===== config.mk =====
export PLATFORM = sky130hd
export DESIGN_NAME = bus_sensor_slave_logic
export DESIGN_NICKNAME = d
export VERILOG_FILES = /design/src/hdl/bus_sensor_slave_logic.v
export VERILOG_INCLUDE_DIRS = /design/src /design/src/pkg
export SDC_FILE = /design/constraint.sdc
export NUM_CORES = 1
export LEC_CHECK = 0
export BUFFER_PORTS_ARGS = -buffer_cell sky130_fd_sc_hd__buf_4
export CAP_MARGIN = 25
export CORE_MARGIN = 2
export CORE_UTILIZATION = 59
export CTS_BUF_LIST = sky130_fd_sc_hd__clkbuf_2
export DETAILED_ROUTE_END_ITERATION = 7
export PLACE_DENSITY = 0.85
export SLEW_MARGIN = 20
export SYNTH_ARGS = -nofsm -noshare
export SYNTH_HDL_FRONTEND = slang
export SYNTH_SLANG_ARGS = --single-unit

===== constraint.sdc =====
create_clock -name sys_clk -period 5.3 [get_ports sys_clk]
set_input_delay 0.795 -clock sys_clk [delete_from_list [all_inputs] [get_ports sys_clk]]
set_output_delay 0.795 -clock sys_clk [all_outputs]
set_load 0.1 [all_outputs]

===== src/pkg/bus_sensor_defs.vh =====
// Constants for the bus sensor slave logic.
//
// Operation
// - Filtered supply reset; re-initialise before commands.
// - Bus below frame threshold starts a word.
// - Signal falls open bits; count low, high.
// - Longer low means zero, longer high one.
// - Bus back to idle ends the word.
// - Bus low beyond timeout resets the device.
// - Bad check bits or length: ignore word.
// - Everything runs from one 10 MHz clock.
// - LFSR bitstream dithers the oscillator.
// - Sample command alone starts a conversion.
// - Clamp results into 0020 to 03E3.
// - Conversion fault reports code 03F8.
// - Pin one input high forces error code.
// - Each bit start switches response current.
// - Response current off while bus idle.
// - Pass-through switch obeys bus commands.
// - Switch opens on clear, timeout, supply.
// - Only initialise command closes the switch.
// - Logic pins default inputs; set individually.
// - Store 4-bit address at initialisation.
// - Check bits: x^4+1, seed 1010.
// - Long word: data, address, command, check.
// - Reply goes out during next word.
// - Corrupted word drops pending response.
`ifndef BUS_SENSOR_DEFS_VH
`define BUS_SENSOR_DEFS_VH

// Clock rate in MHz and the derived timing counts.
`define CLK_MHZ 10
`define BUS_TIMEOUT_US 2000
`define BUS_TIMEOUT_CYC (`BUS_TIMEOUT_US * `CLK_MHZ)
`define POR_MASK_NS 3500
`define POR_MASK_CYC ((`POR_MASK_NS * `CLK_MHZ + 999) / 1000)

// Word sizes in bits.
`define WORD_LONG_BITS 5'h14
`define WORD_SHORT_BITS 5'h0c

// Check-bit seed.
`define CRC_SEED 4'ha

// Command codes.
`define CMD_INIT 4'h0
`define CMD_SAMPLE_ZERO 4'h1
`define CMD_SAMPLE_ONE 4'h2
`define CMD_PIN_CTRL 4'h3
`define CMD_PIN_READ 4'h4
`define CMD_CLEAR 4'hf

// Address field that an uninitialised device answers to.
`define INIT_ADDR 4'h0

// Data bit of the initialise command that closes the switch.
`define SWITCH_CLOSE_BIT 7

// Converter result limits and error code.
`define ADC_MIN 10'h020
`define ADC_MAX 10'h3e3
`define ADC_ERR 10'h3f8

// Dither generator seed.
`define LFSR_SEED 16'hace1

`endif


===== src/hdl/bus_sensor_slave_logic.v =====
// Slave logic of a bus-powered sensor interface: decoder, control, reply.
`include "bus_sensor_defs.vh"

module bus_sensor_slave_logic #(
   parameter TIMEOUT_CYC = `BUS_TIMEOUT_CYC
) (
   input wire sys_clk, // System clock, 10 MHz.
   input wire rst, // Asynchronous reset, active high.
   input wire bus_below_frame, // Bus under frame threshold.
   input wire bus_below_signal, // Bus under signal threshold.
   input wire holding_cap_low, // Holding supply under threshold.
   input wire regulated_supply_low, // Regulated supply under threshold.
   input wire [9:0] adc_raw, // Converter raw result.
   input wire adc_done, // Converter finished, one-cycle pulse.
   input wire adc_fault, // Converter internal error with done.
   input wire [2:0] logic_pin_in, // Logic pin input levels.
   output reg response_current_on_ff, // Response current source enable.
   output reg pass_through_switch_ff, // Pass-through switch closed.
   output reg [2:0] logic_pin_out_ff, // Logic pin output levels.
   output reg [2:0] logic_pin_oe_n_ff, // Logic pin enable, low drives.
   output reg adc_start_ff, // Start conversion, one-cycle pulse.
   output reg adc_channel_ff, // Converter channel select.
   output reg dither_bit_ff, // Oscillator dither bitstream.
   output reg [3:0] bus_address_ff, // Stored bus address.
   output reg initialised_ff, // Device initialised.
   output reg internal_reset_ff // Filtered internal reset active.
);

   ////////////////////////////////////////////////////////////////////////
   // States and declarations.

   localparam ST_IDLE = 2'b01; // Bus idle.
   localparam ST_FRAME = 2'b10; // Word in progress.

   reg [1:0] state_ff; // Receiver state.
   reg [1:0] nxt_state;
   reg sig_prev_ff; // Last signal comparator level.
   reg bit_open_ff; // A bit has started.
   reg [11:0] low_cnt_ff; // Time low in current bit.
   reg [11:0] high_cnt_ff; // Time high in current bit.
   reg [19:0] rx_word_ff; // Received bits, newest in bit 0.
   reg [4:0] rx_count_ff; // Received bit count, saturating.
   reg [19:0] tx_sr_ff; // Reply bits, sent from bit 19.
   reg tx_act_ff; // Reply active in this word.
   reg [15:0] resp_data_ff; // Prepared reply data.
   reg resp_pend_ff; // Reply ready for the next word.
   reg adc_busy_ff; // Waiting for converter.
   reg [15:0] timeout_cnt_ff; // Bus-low time.
   reg [5:0] por_cnt_ff; // Supply-low time.
   reg soft_rst_ff; // Self reset request.
   reg [15:0] lfsr_ff; // Dither generator.

   wire fall_sig; // Signal threshold falling crossing.
   wire hi_wins; // Bit classified as one.
   wire frame_start;
   wire frame_end;
   wire [19:0] word_done; // Word with the last bit added.
   wire [4:0] count_done;
   wire len_ok;
   wire long_w;
   wire [3:0] rx_addr;
   wire [3:0] rx_cmd;
   wire [7:0] rx_data;
   wire crc_ok;
   wire addr_ok;
   wire word_ok;
   wire [9:0] adc_clamped;
   wire [9:0] adc_value;
   wire supply_low;

   ////////////////////////////////////////////////////////////////////////
   // Functions.

   // Serial check bits with x^4+1 over bits n-1 down to 4 of w.
   // Used for received words and for the reply, so kept in one place.
   function [3:0] crc_calc;
      input [19:0] w;
      input [4:0] n;
      integer i;
      reg [3:0] c;
      begin
         c = `CRC_SEED;
         for (i = 19; i >= 4; i = i - 1) begin
            if (i < n) begin
               c = {c[2:0], c[3] ^ w[i]};
            end
         end
         crc_calc = c;
      end
   endfunction

   // Saturating increment for the bit time counters.
   // Wrapping would turn a very slow zero into a one.
   function [11:0] sat_inc;
      input [11:0] v;
      begin
         sat_inc = (v == 12'hfff) ? v : v + 12'h001;
      end
   endfunction

   ////////////////////////////////////////////////////////////////////////
   // Receive decoding.

   // Comparator inputs are synchronous, so edges come from one register.
   assign fall_sig = bus_below_signal & ~sig_prev_ff;
   assign frame_start = (state_ff == ST_IDLE) & bus_below_frame;
   assign frame_end = (state_ff == ST_FRAME) & ~bus_below_frame;
   // A tie reads as zero; only a clear majority of high time is a one.
   assign hi_wins = high_cnt_ff > low_cnt_ff;
   assign word_done = {rx_word_ff[18:0], hi_wins};
   assign count_done = (rx_count_ff == 5'h1f) ? rx_count_ff : rx_count_ff + 5'h01;
   assign long_w = count_done == `WORD_LONG_BITS;
   assign len_ok = bit_open_ff & (long_w | (count_done == `WORD_SHORT_BITS));
   assign rx_data = word_done[19:12];
   assign rx_addr = word_done[11:8];
   assign rx_cmd = word_done[7:4];
   assign crc_ok = crc_calc(word_done, count_done) == word_done[3:0];
   // Before initialisation only the initialise command at its own address counts.
   assign addr_ok = initialised_ff ? (rx_addr == bus_address_ff) :
                    ((rx_addr == `INIT_ADDR) & (rx_cmd == `CMD_INIT));
   assign word_ok = frame_end & len_ok & crc_ok;

   // Receiver state choice.
   // Two states suffice: the bit phases live in the counters, not in states.
   always @* begin
      nxt_state = state_ff;
      case (state_ff)
         ST_IDLE: begin
            if (bus_below_frame) begin
               nxt_state = ST_FRAME;
            end
         end
         ST_FRAME: begin
            if (!bus_below_frame) begin
               nxt_state = ST_IDLE;
            end
         end
         default: begin
            nxt_state = ST_IDLE;
         end
      endcase
   end

   // Bit timing, shifting and reply current.
   always @(posedge sys_clk or posedge rst) begin
      if (rst) begin
         state_ff <= ST_IDLE;
         sig_prev_ff <= 1'b0;
         bit_open_ff <= 1'b0;
         low_cnt_ff <= 12'h000;
         high_cnt_ff <= 12'h000;
         rx_word_ff <= 20'h00000;
         rx_count_ff <= 5'h00;
         tx_sr_ff <= 20'h00000;
         tx_act_ff <= 1'b0;
         response_current_on_ff <= 1'b0;
      end else begin
         state_ff <= nxt_state;
         sig_prev_ff <= bus_below_signal;
         // The source must never load an idle bus, not even during a reset.
         if (soft_rst_ff || internal_reset_ff || state_ff == ST_IDLE) begin
            response_current_on_ff <= 1'b0;
         end
         if (frame_start) begin
            // New word: clear the decoder and take the pending reply.
            bit_open_ff <= 1'b0;
            rx_count_ff <= 5'h00;
            rx_word_ff <= 20'h00000;
            tx_sr_ff <= {resp_data_ff, crc_calc({resp_data_ff, 4'h0}, 5'h14)};
            // A soft reset in this cycle wins, so a cleared device stays silent.
            tx_act_ff <= resp_pend_ff & ~soft_rst_ff;
         end else if (state_ff == ST_FRAME) begin
            if (fall_sig) begin
               // Close the previous bit, open the next one.
               if (bit_open_ff) begin
                  rx_word_ff <= word_done;
                  rx_count_ff <= count_done;
               end
               bit_open_ff <= 1'b1;
               low_cnt_ff <= 12'h001;
               high_cnt_ff <= 12'h000;
               response_current_on_ff <= tx_act_ff & tx_sr_ff[19];
               tx_sr_ff <= {tx_sr_ff[18:0], 1'b0};
            end else if (bus_below_signal) begin
               low_cnt_ff <= sat_inc(low_cnt_ff);
            end else begin
               high_cnt_ff <= sat_inc(high_cnt_ff);
            end
            if (frame_end) begin
               bit_open_ff <= 1'b0;
               response_current_on_ff <= 1'b0;
            end
         end
      end
   end

   ////////////////////////////////////////////////////////////////////////
   // Resets: bus-low timeout and filtered supply monitor.

   assign supply_low = holding_cap_low | regulated_supply_low;

   // Glitches shorter than the mask time do not reset the device.
   always @(posedge sys_clk or posedge rst) begin
      if (rst) begin
         timeout_cnt_ff <= 16'h0000;
         por_cnt_ff <= 6'h00;
         soft_rst_ff <= 1'b0;
         internal_reset_ff <= 1'b1;
      end else begin
         if (bus_below_frame) begin
            if (timeout_cnt_ff < TIMEOUT_CYC[15:0]) begin
               // Stops at the limit, so a long short circuit cannot wrap it.
               timeout_cnt_ff <= timeout_cnt_ff + 16'h0001;
            end
         end else begin
            timeout_cnt_ff <= 16'h0000;
         end
         if (supply_low) begin
            if (por_cnt_ff < `POR_MASK_CYC) begin
               por_cnt_ff <= por_cnt_ff + 6'h01;
            end
         end else begin
            por_cnt_ff <= 6'h00;
         end
         // The internal reset holds as long as the supply stays low.
         internal_reset_ff <= (supply_low && por_cnt_ff >= `POR_MASK_CYC - 1);
         soft_rst_ff <= bus_below_frame && timeout_cnt_ff >= TIMEOUT_CYC[15:0] - 16'h0001;
      end
   end

   ////////////////////////////////////////////////////////////////////////
   // Dither generator, free running on the single clock.

   // Taps 16, 14, 13, 11 give a maximal sequence.
   always @(posedge sys_clk or posedge rst) begin
      if (rst) begin
         lfsr_ff <= `LFSR_SEED;
         dither_bit_ff <= 1'b0;
      end else begin
         lfsr_ff <= {lfsr_ff[14:0], lfsr_ff[15] ^ lfsr_ff[13] ^ lfsr_ff[12] ^ lfsr_ff[10]};
         dither_bit_ff <= lfsr_ff[15];
      end
   end

   ////////////////////////////////////////////////////////////////////////
   // Converter result shaping.

   assign adc_clamped = (adc_raw < `ADC_MIN) ? `ADC_MIN :
                        (adc_raw > `ADC_MAX) ? `ADC_MAX : adc_raw;
   // Pin one as a high input forces the error code, as does a fault.
   // The pin is read in the finishing cycle, the moment the result is taken.
   assign adc_value = (adc_fault | (logic_pin_oe_n_ff[1] & logic_pin_in[1])) ?
                      `ADC_ERR : adc_clamped;

   ////////////////////////////////////////////////////////////////////////
   // Command execution and reply preparation.

   // Soft and supply resets clear control state like a power-up, but keep the address, channel select and reply data.
   always @(posedge sys_clk or posedge rst) begin
      if (rst) begin
         pass_through_switch_ff <= 1'b0;
         logic_pin_out_ff <= 3'h0;
         logic_pin_oe_n_ff <= 3'h7;
         adc_start_ff <= 1'b0;
         adc_channel_ff <= 1'b0;
         adc_busy_ff <= 1'b0;
         bus_address_ff <= 4'h0;
         initialised_ff <= 1'b0;
         resp_data_ff <= 16'h0000;
         resp_pend_ff <= 1'b0;
      end else if (soft_rst_ff || internal_reset_ff) begin
         pass_through_switch_ff <= 1'b0;
         logic_pin_out_ff <= 3'h0;
         logic_pin_oe_n_ff <= 3'h7;
         adc_start_ff <= 1'b0;
         adc_busy_ff <= 1'b0;
         initialised_ff <= 1'b0;
         resp_pend_ff <= 1'b0;
      end else begin
         adc_start_ff <= 1'b0;
         // A reply is handed to the transmitter once per word.
         if (frame_start) begin
            resp_pend_ff <= 1'b0;
         end
         // Conversions run while the bus idles; the result becomes the reply.
         // A result that arrives with no request outstanding is ignored.
         if (adc_busy_ff && adc_done) begin
            adc_busy_ff <= 1'b0;
            resp_data_ff <= {6'h00, adc_value};
            resp_pend_ff <= 1'b1;
         end
         if (frame_end && !word_ok) begin
            // Corrupted word: no command runs, a pending conversion is dropped and nothing is answered.
            resp_pend_ff <= 1'b0;
            adc_busy_ff <= 1'b0;
         end else if (word_ok && addr_ok) begin
            case (rx_cmd)
               `CMD_INIT: begin
                  if (long_w) begin
                     bus_address_ff <= rx_data[3:0];
                     initialised_ff <= 1'b1;
                     if (rx_data[`SWITCH_CLOSE_BIT]) begin
                        pass_through_switch_ff <= 1'b1;
                     end
                     resp_data_ff <= {12'h000, rx_data[3:0]};
                     resp_pend_ff <= 1'b1;
                  end
               end
               `CMD_SAMPLE_ZERO, `CMD_SAMPLE_ONE: begin
                  adc_start_ff <= 1'b1;
                  adc_channel_ff <= rx_cmd[1];
                  adc_busy_ff <= 1'b1;
               end
               `CMD_PIN_CTRL: begin
                  if (long_w) begin
                     logic_pin_oe_n_ff <= ~rx_data[2:0];
                     logic_pin_out_ff <= rx_data[6:4];
                     resp_data_ff <= {8'h00, rx_data};
                     resp_pend_ff <= 1'b1;
                  end
               end
               `CMD_PIN_READ: begin
                  resp_data_ff <= {13'h0, logic_pin_in};
                  resp_pend_ff <= 1'b1;
               end
               `CMD_CLEAR: begin
                  // No reply is armed, so the next word carries nothing.
                  pass_through_switch_ff <= 1'b0;
                  logic_pin_oe_n_ff <= 3'h7;
                  logic_pin_out_ff <= 3'h0;
                  initialised_ff <= 1'b0;
                  adc_busy_ff <= 1'b0;
               end
               default: begin
                  // Unknown codes echo address and command back to the master.
                  resp_data_ff <= {8'h00, rx_addr, rx_cmd};
                  resp_pend_ff <= 1'b1;
               end
            endcase
         end
      end
   end

endmodule


==> flow_metrics.tcl <==
set metrics [dict create \
    clk_pin_slew_worst_paths_ns 0.24 \
    crit_path_start_kind "flip-flop" \
    setup_violations 0 \
    clk_latency_ns 0.73 \
    overflow 0 \
    cp-end-kind "flip-flop" \
    grt_util_met3_pct 5.13 \
    fp.dieW_um 125 \
    clock-sinks 147 \
    core_um2 14400 \
    track_usage_pct 27.2 \
    drive_gt1_share_pct 12.2 \
    grt_pass1_vias 7015 \
    synth_fp_nets 1002 \
    drt_iter0_drc 694 \
    fill_cells 1152 \
    gr-usage-met2_pct 42.7 \
    timing.final.crit_share_pct 84.5 \
    vias 7394 \
    ys_seq_elements 147 \
    hold_path.class "input port to flip-flop" \
    io_buffers 37 \
    stdcell_count 1169 \
    fin_crit_ns 4.48 \
    place_congestion 0.989 \
    cts_resized 0 \
    top_usage_layer "met2" \
    netlist_top_cells_area "dfrtp_1 39%, nand2_1 6.0%, xnor2_1 4.1%" \
    fin_nets 1010 \
    numCtsBuffers 17 \
    ys_types 84 \
    ant_nets 0 \
    drv_cap 0 \
    fin_ws_ns 0.821 \
    crit_type "flip-flop to flip-flop" \
    power_leakage_nw 4.15 \
    yosysTopAreaCellShare_pct 38.7 \
    cts_max_level 4 \
    wl_per_cell_um 17.7 \
    cts_root_buffer "clkbuf_2" \
    synth_edf_count 0 \
    grt_max_degree 103 \
    dieArea_um2 15700 \
    critPathMaxFanout 13 \
    syn_inst 963 \
    wirelength_mm 20.7 \
    pre_cts_ws_ns 1.02 \
    async_flop_share_pct 100 \
    yosys.area.top_type "dfrtp_1" \
    worstPathRequired_ns 5.91 \
    power.density_nw_per_um2 245 \
    boundaryPins 38 \
    antenna_found_initial 1 \
    status "finished, final reports clean" \
    place_hpwl_mm 14.9 \
    worst_pin_slew_ns 0.899 \
    area_delta_synth_final_pct 6.03 \
    cts_hold_buf 0 \
    synth_ff_type "dfrtp_1" \
    grt_pass1_wl_mm 34.7 \
    postCtsSetupBuffers 0 \
    yosys_warnings 0 \
    start_util_pct 60.1 \
    ir_worst_vdd_uv 234 \
    dpl.cell_count 1135 \
    viasPerCell 6.33 \
    die_height_um 125 \
    syn-cell-area_um2 8670 \
    fin_skew_ns 0.0365 \
    clockBufferDepth 2 \
    route.detailed.drc 0 \
    yosysSeqAreaShare_pct 42.6 \
    rows 44 \
    dr.pass1.iters 6 \
    tns_ns 0 \
    whs_ns 0.196 \
    maxSlewViolCount 0 \
    worstPathArrival_ns 5.09 \
    grt_use_met1_pct 37.6 \
    placed_cell_area_um2 8960 \
    cts_tree "built" \
    max_freq_mhz 223 \
    slew_headroom_pct 40.1 \
    synth_area_per_cell_um2 9.00 \
    design_area_um2 9190 \
    hold_violations 0 \
    rsz0062_at_grt "no" \
]
routing by layer:
metal,part of all wire (%),vias to the layer above
met1,43,3539
li1,-,3469
met2,47,328
met3,6.9,58
met5,0,-
met4,3.4,0
layout make-up:
cell class | instances | area [µm²] | area share, %
Clock buffer | 17 | 85.1 | 0.925
Multi-Input combinational cell | 728 | 4570 | 49.7
Sequential cell | 147 | 3690 | 40.2
Antenna cell | 1 | 2.50 | 0.0272
Tap cell | 184 | 230 | 2.50
Clock inverter | 15 | 136 | 1.48
Timing Repair Buffer | 48 | 360 | 3.92
Inverter | 29 | 114 | 1.24
placed cells by master, fill, tap and decap left out, types with 18 or more instances in the layout:
| master | synthesis | layout |
|---|---|---|
| a21oi_1 | 43 | 43 |
| and2_1 | 18 | 18 |
| buf_4 | 9 | 48 |
| dfrtp_1 | 134 | 134 |
| ha_1 | 18 | 18 |
| inv_1 | 29 | 28 |
| nand2_1 | 139 | 139 |
| nand3_1 | 42 | 42 |
| nand4_1 | 22 | 22 |
| nor2_1 | 65 | 64 |
| nor3_1 | 32 | 32 |
| o21ai_0 | 46 | 46 |
| xnor2_1 | 41 | 41 |
| xor2_1 | 19 | 19 |
through the flow:
step	power, mW	util (%)
floorplan	1.55	-
CTS	2.26	63.7
detailed placement	1.66	62.1
global route	2.37	63.7
global placement	1.64	62.1
finish	2.25	63.7
sequential cells by signal (all words and copies together) (netlist names), 2 cells and up:
signal	flops
tx_sr_ff	20
logic_pin_oe_n_ff	3
resp_data_ff	16
low_cnt_ff	12
rx_count_ff	5
high_cnt_ff	12
rx_word_ff	19
logic_pin_out_ff	3
bus_address_ff	4
timeout_cnt_ff	16
por_cnt_ff	6
state_ff	2
lfsr_ff	16
synthesized netlist by cell type (all sizes together), types with 6 or more instances:
library cell and count:
nor2b 10, nand2 139, or2 6, a31oi 10, inv 29, o221ai 6
a22oi 17, or3 14, clkbuf 36, and2 19, mux2i 15, o21a 9
mux2 9, xor2 19, dfstp 13, a211oi 7, nand3 42, nor3b 7
nor4 7, a32oi 6, buf 23, ha 18, nor2 65, a21boi 6
o31ai 7, xnor2 42, and3 12, nand2b 12, o21ai 57, dfrtp 134
a21oi 44, a21o 9, nand4 23, nor3 34
final timing paths:
| kind | startpoint | end | slack [ns] | cells after the start |
|---|---|---|---|---|
| worst max-delay path | rx_count_ff[0] | resp_data_ff[11] | 0.82 | 13 |
| worst min-delay path | bus_below_signal | sig_prev_ff | 0.20 | 1 |
| worst max register to register | rx_count_ff[0] | resp_data_ff[11] | 0.82 | 13 |
| worst min register to register | lfsr_ff[1] | lfsr_ff[2] | 0.35 | 0 |
| max in group asynchronous | rst | lfsr_ff[7] | 3.98 | 3 |
| min in group asynchronous | rst | tx_sr_ff[11] | 0.22 | 2 |
critical path, cell delays in order (launching register included):
cell     delay (ns)
dfrtp_1        0.41
ha_1           0.25
buf_4          0.22
and2_1         0.35
a21oi_1        0.25
o32a_1         0.42
xnor2_1        0.15
a311o_1        0.38
mux2_4         0.32
o21a_1         0.19
o21ai_0        0.36
nand4_2        0.36
nor3_4         0.55
o21ai_1        0.15
where the power goes:
group          total, mW  switching [mW]  internal [mW]
clock network      0.611           0.461          0.150
registers           1.29          0.0827           1.21
logic              0.349           0.200          0.149
cell families after synthesis:
family	share of synthesized area [%]
multiplexers	2.94
adder cells (fa/ha/maj)	2.60
flip-flops	42.6
AND/OR/NAND/NOR	23.0
XOR/XNOR	6.38
AO/OA/AOI/OAI	17.7
buffers and inverters	4.76
Note: power is estimated with default switching activity, not from simulation.
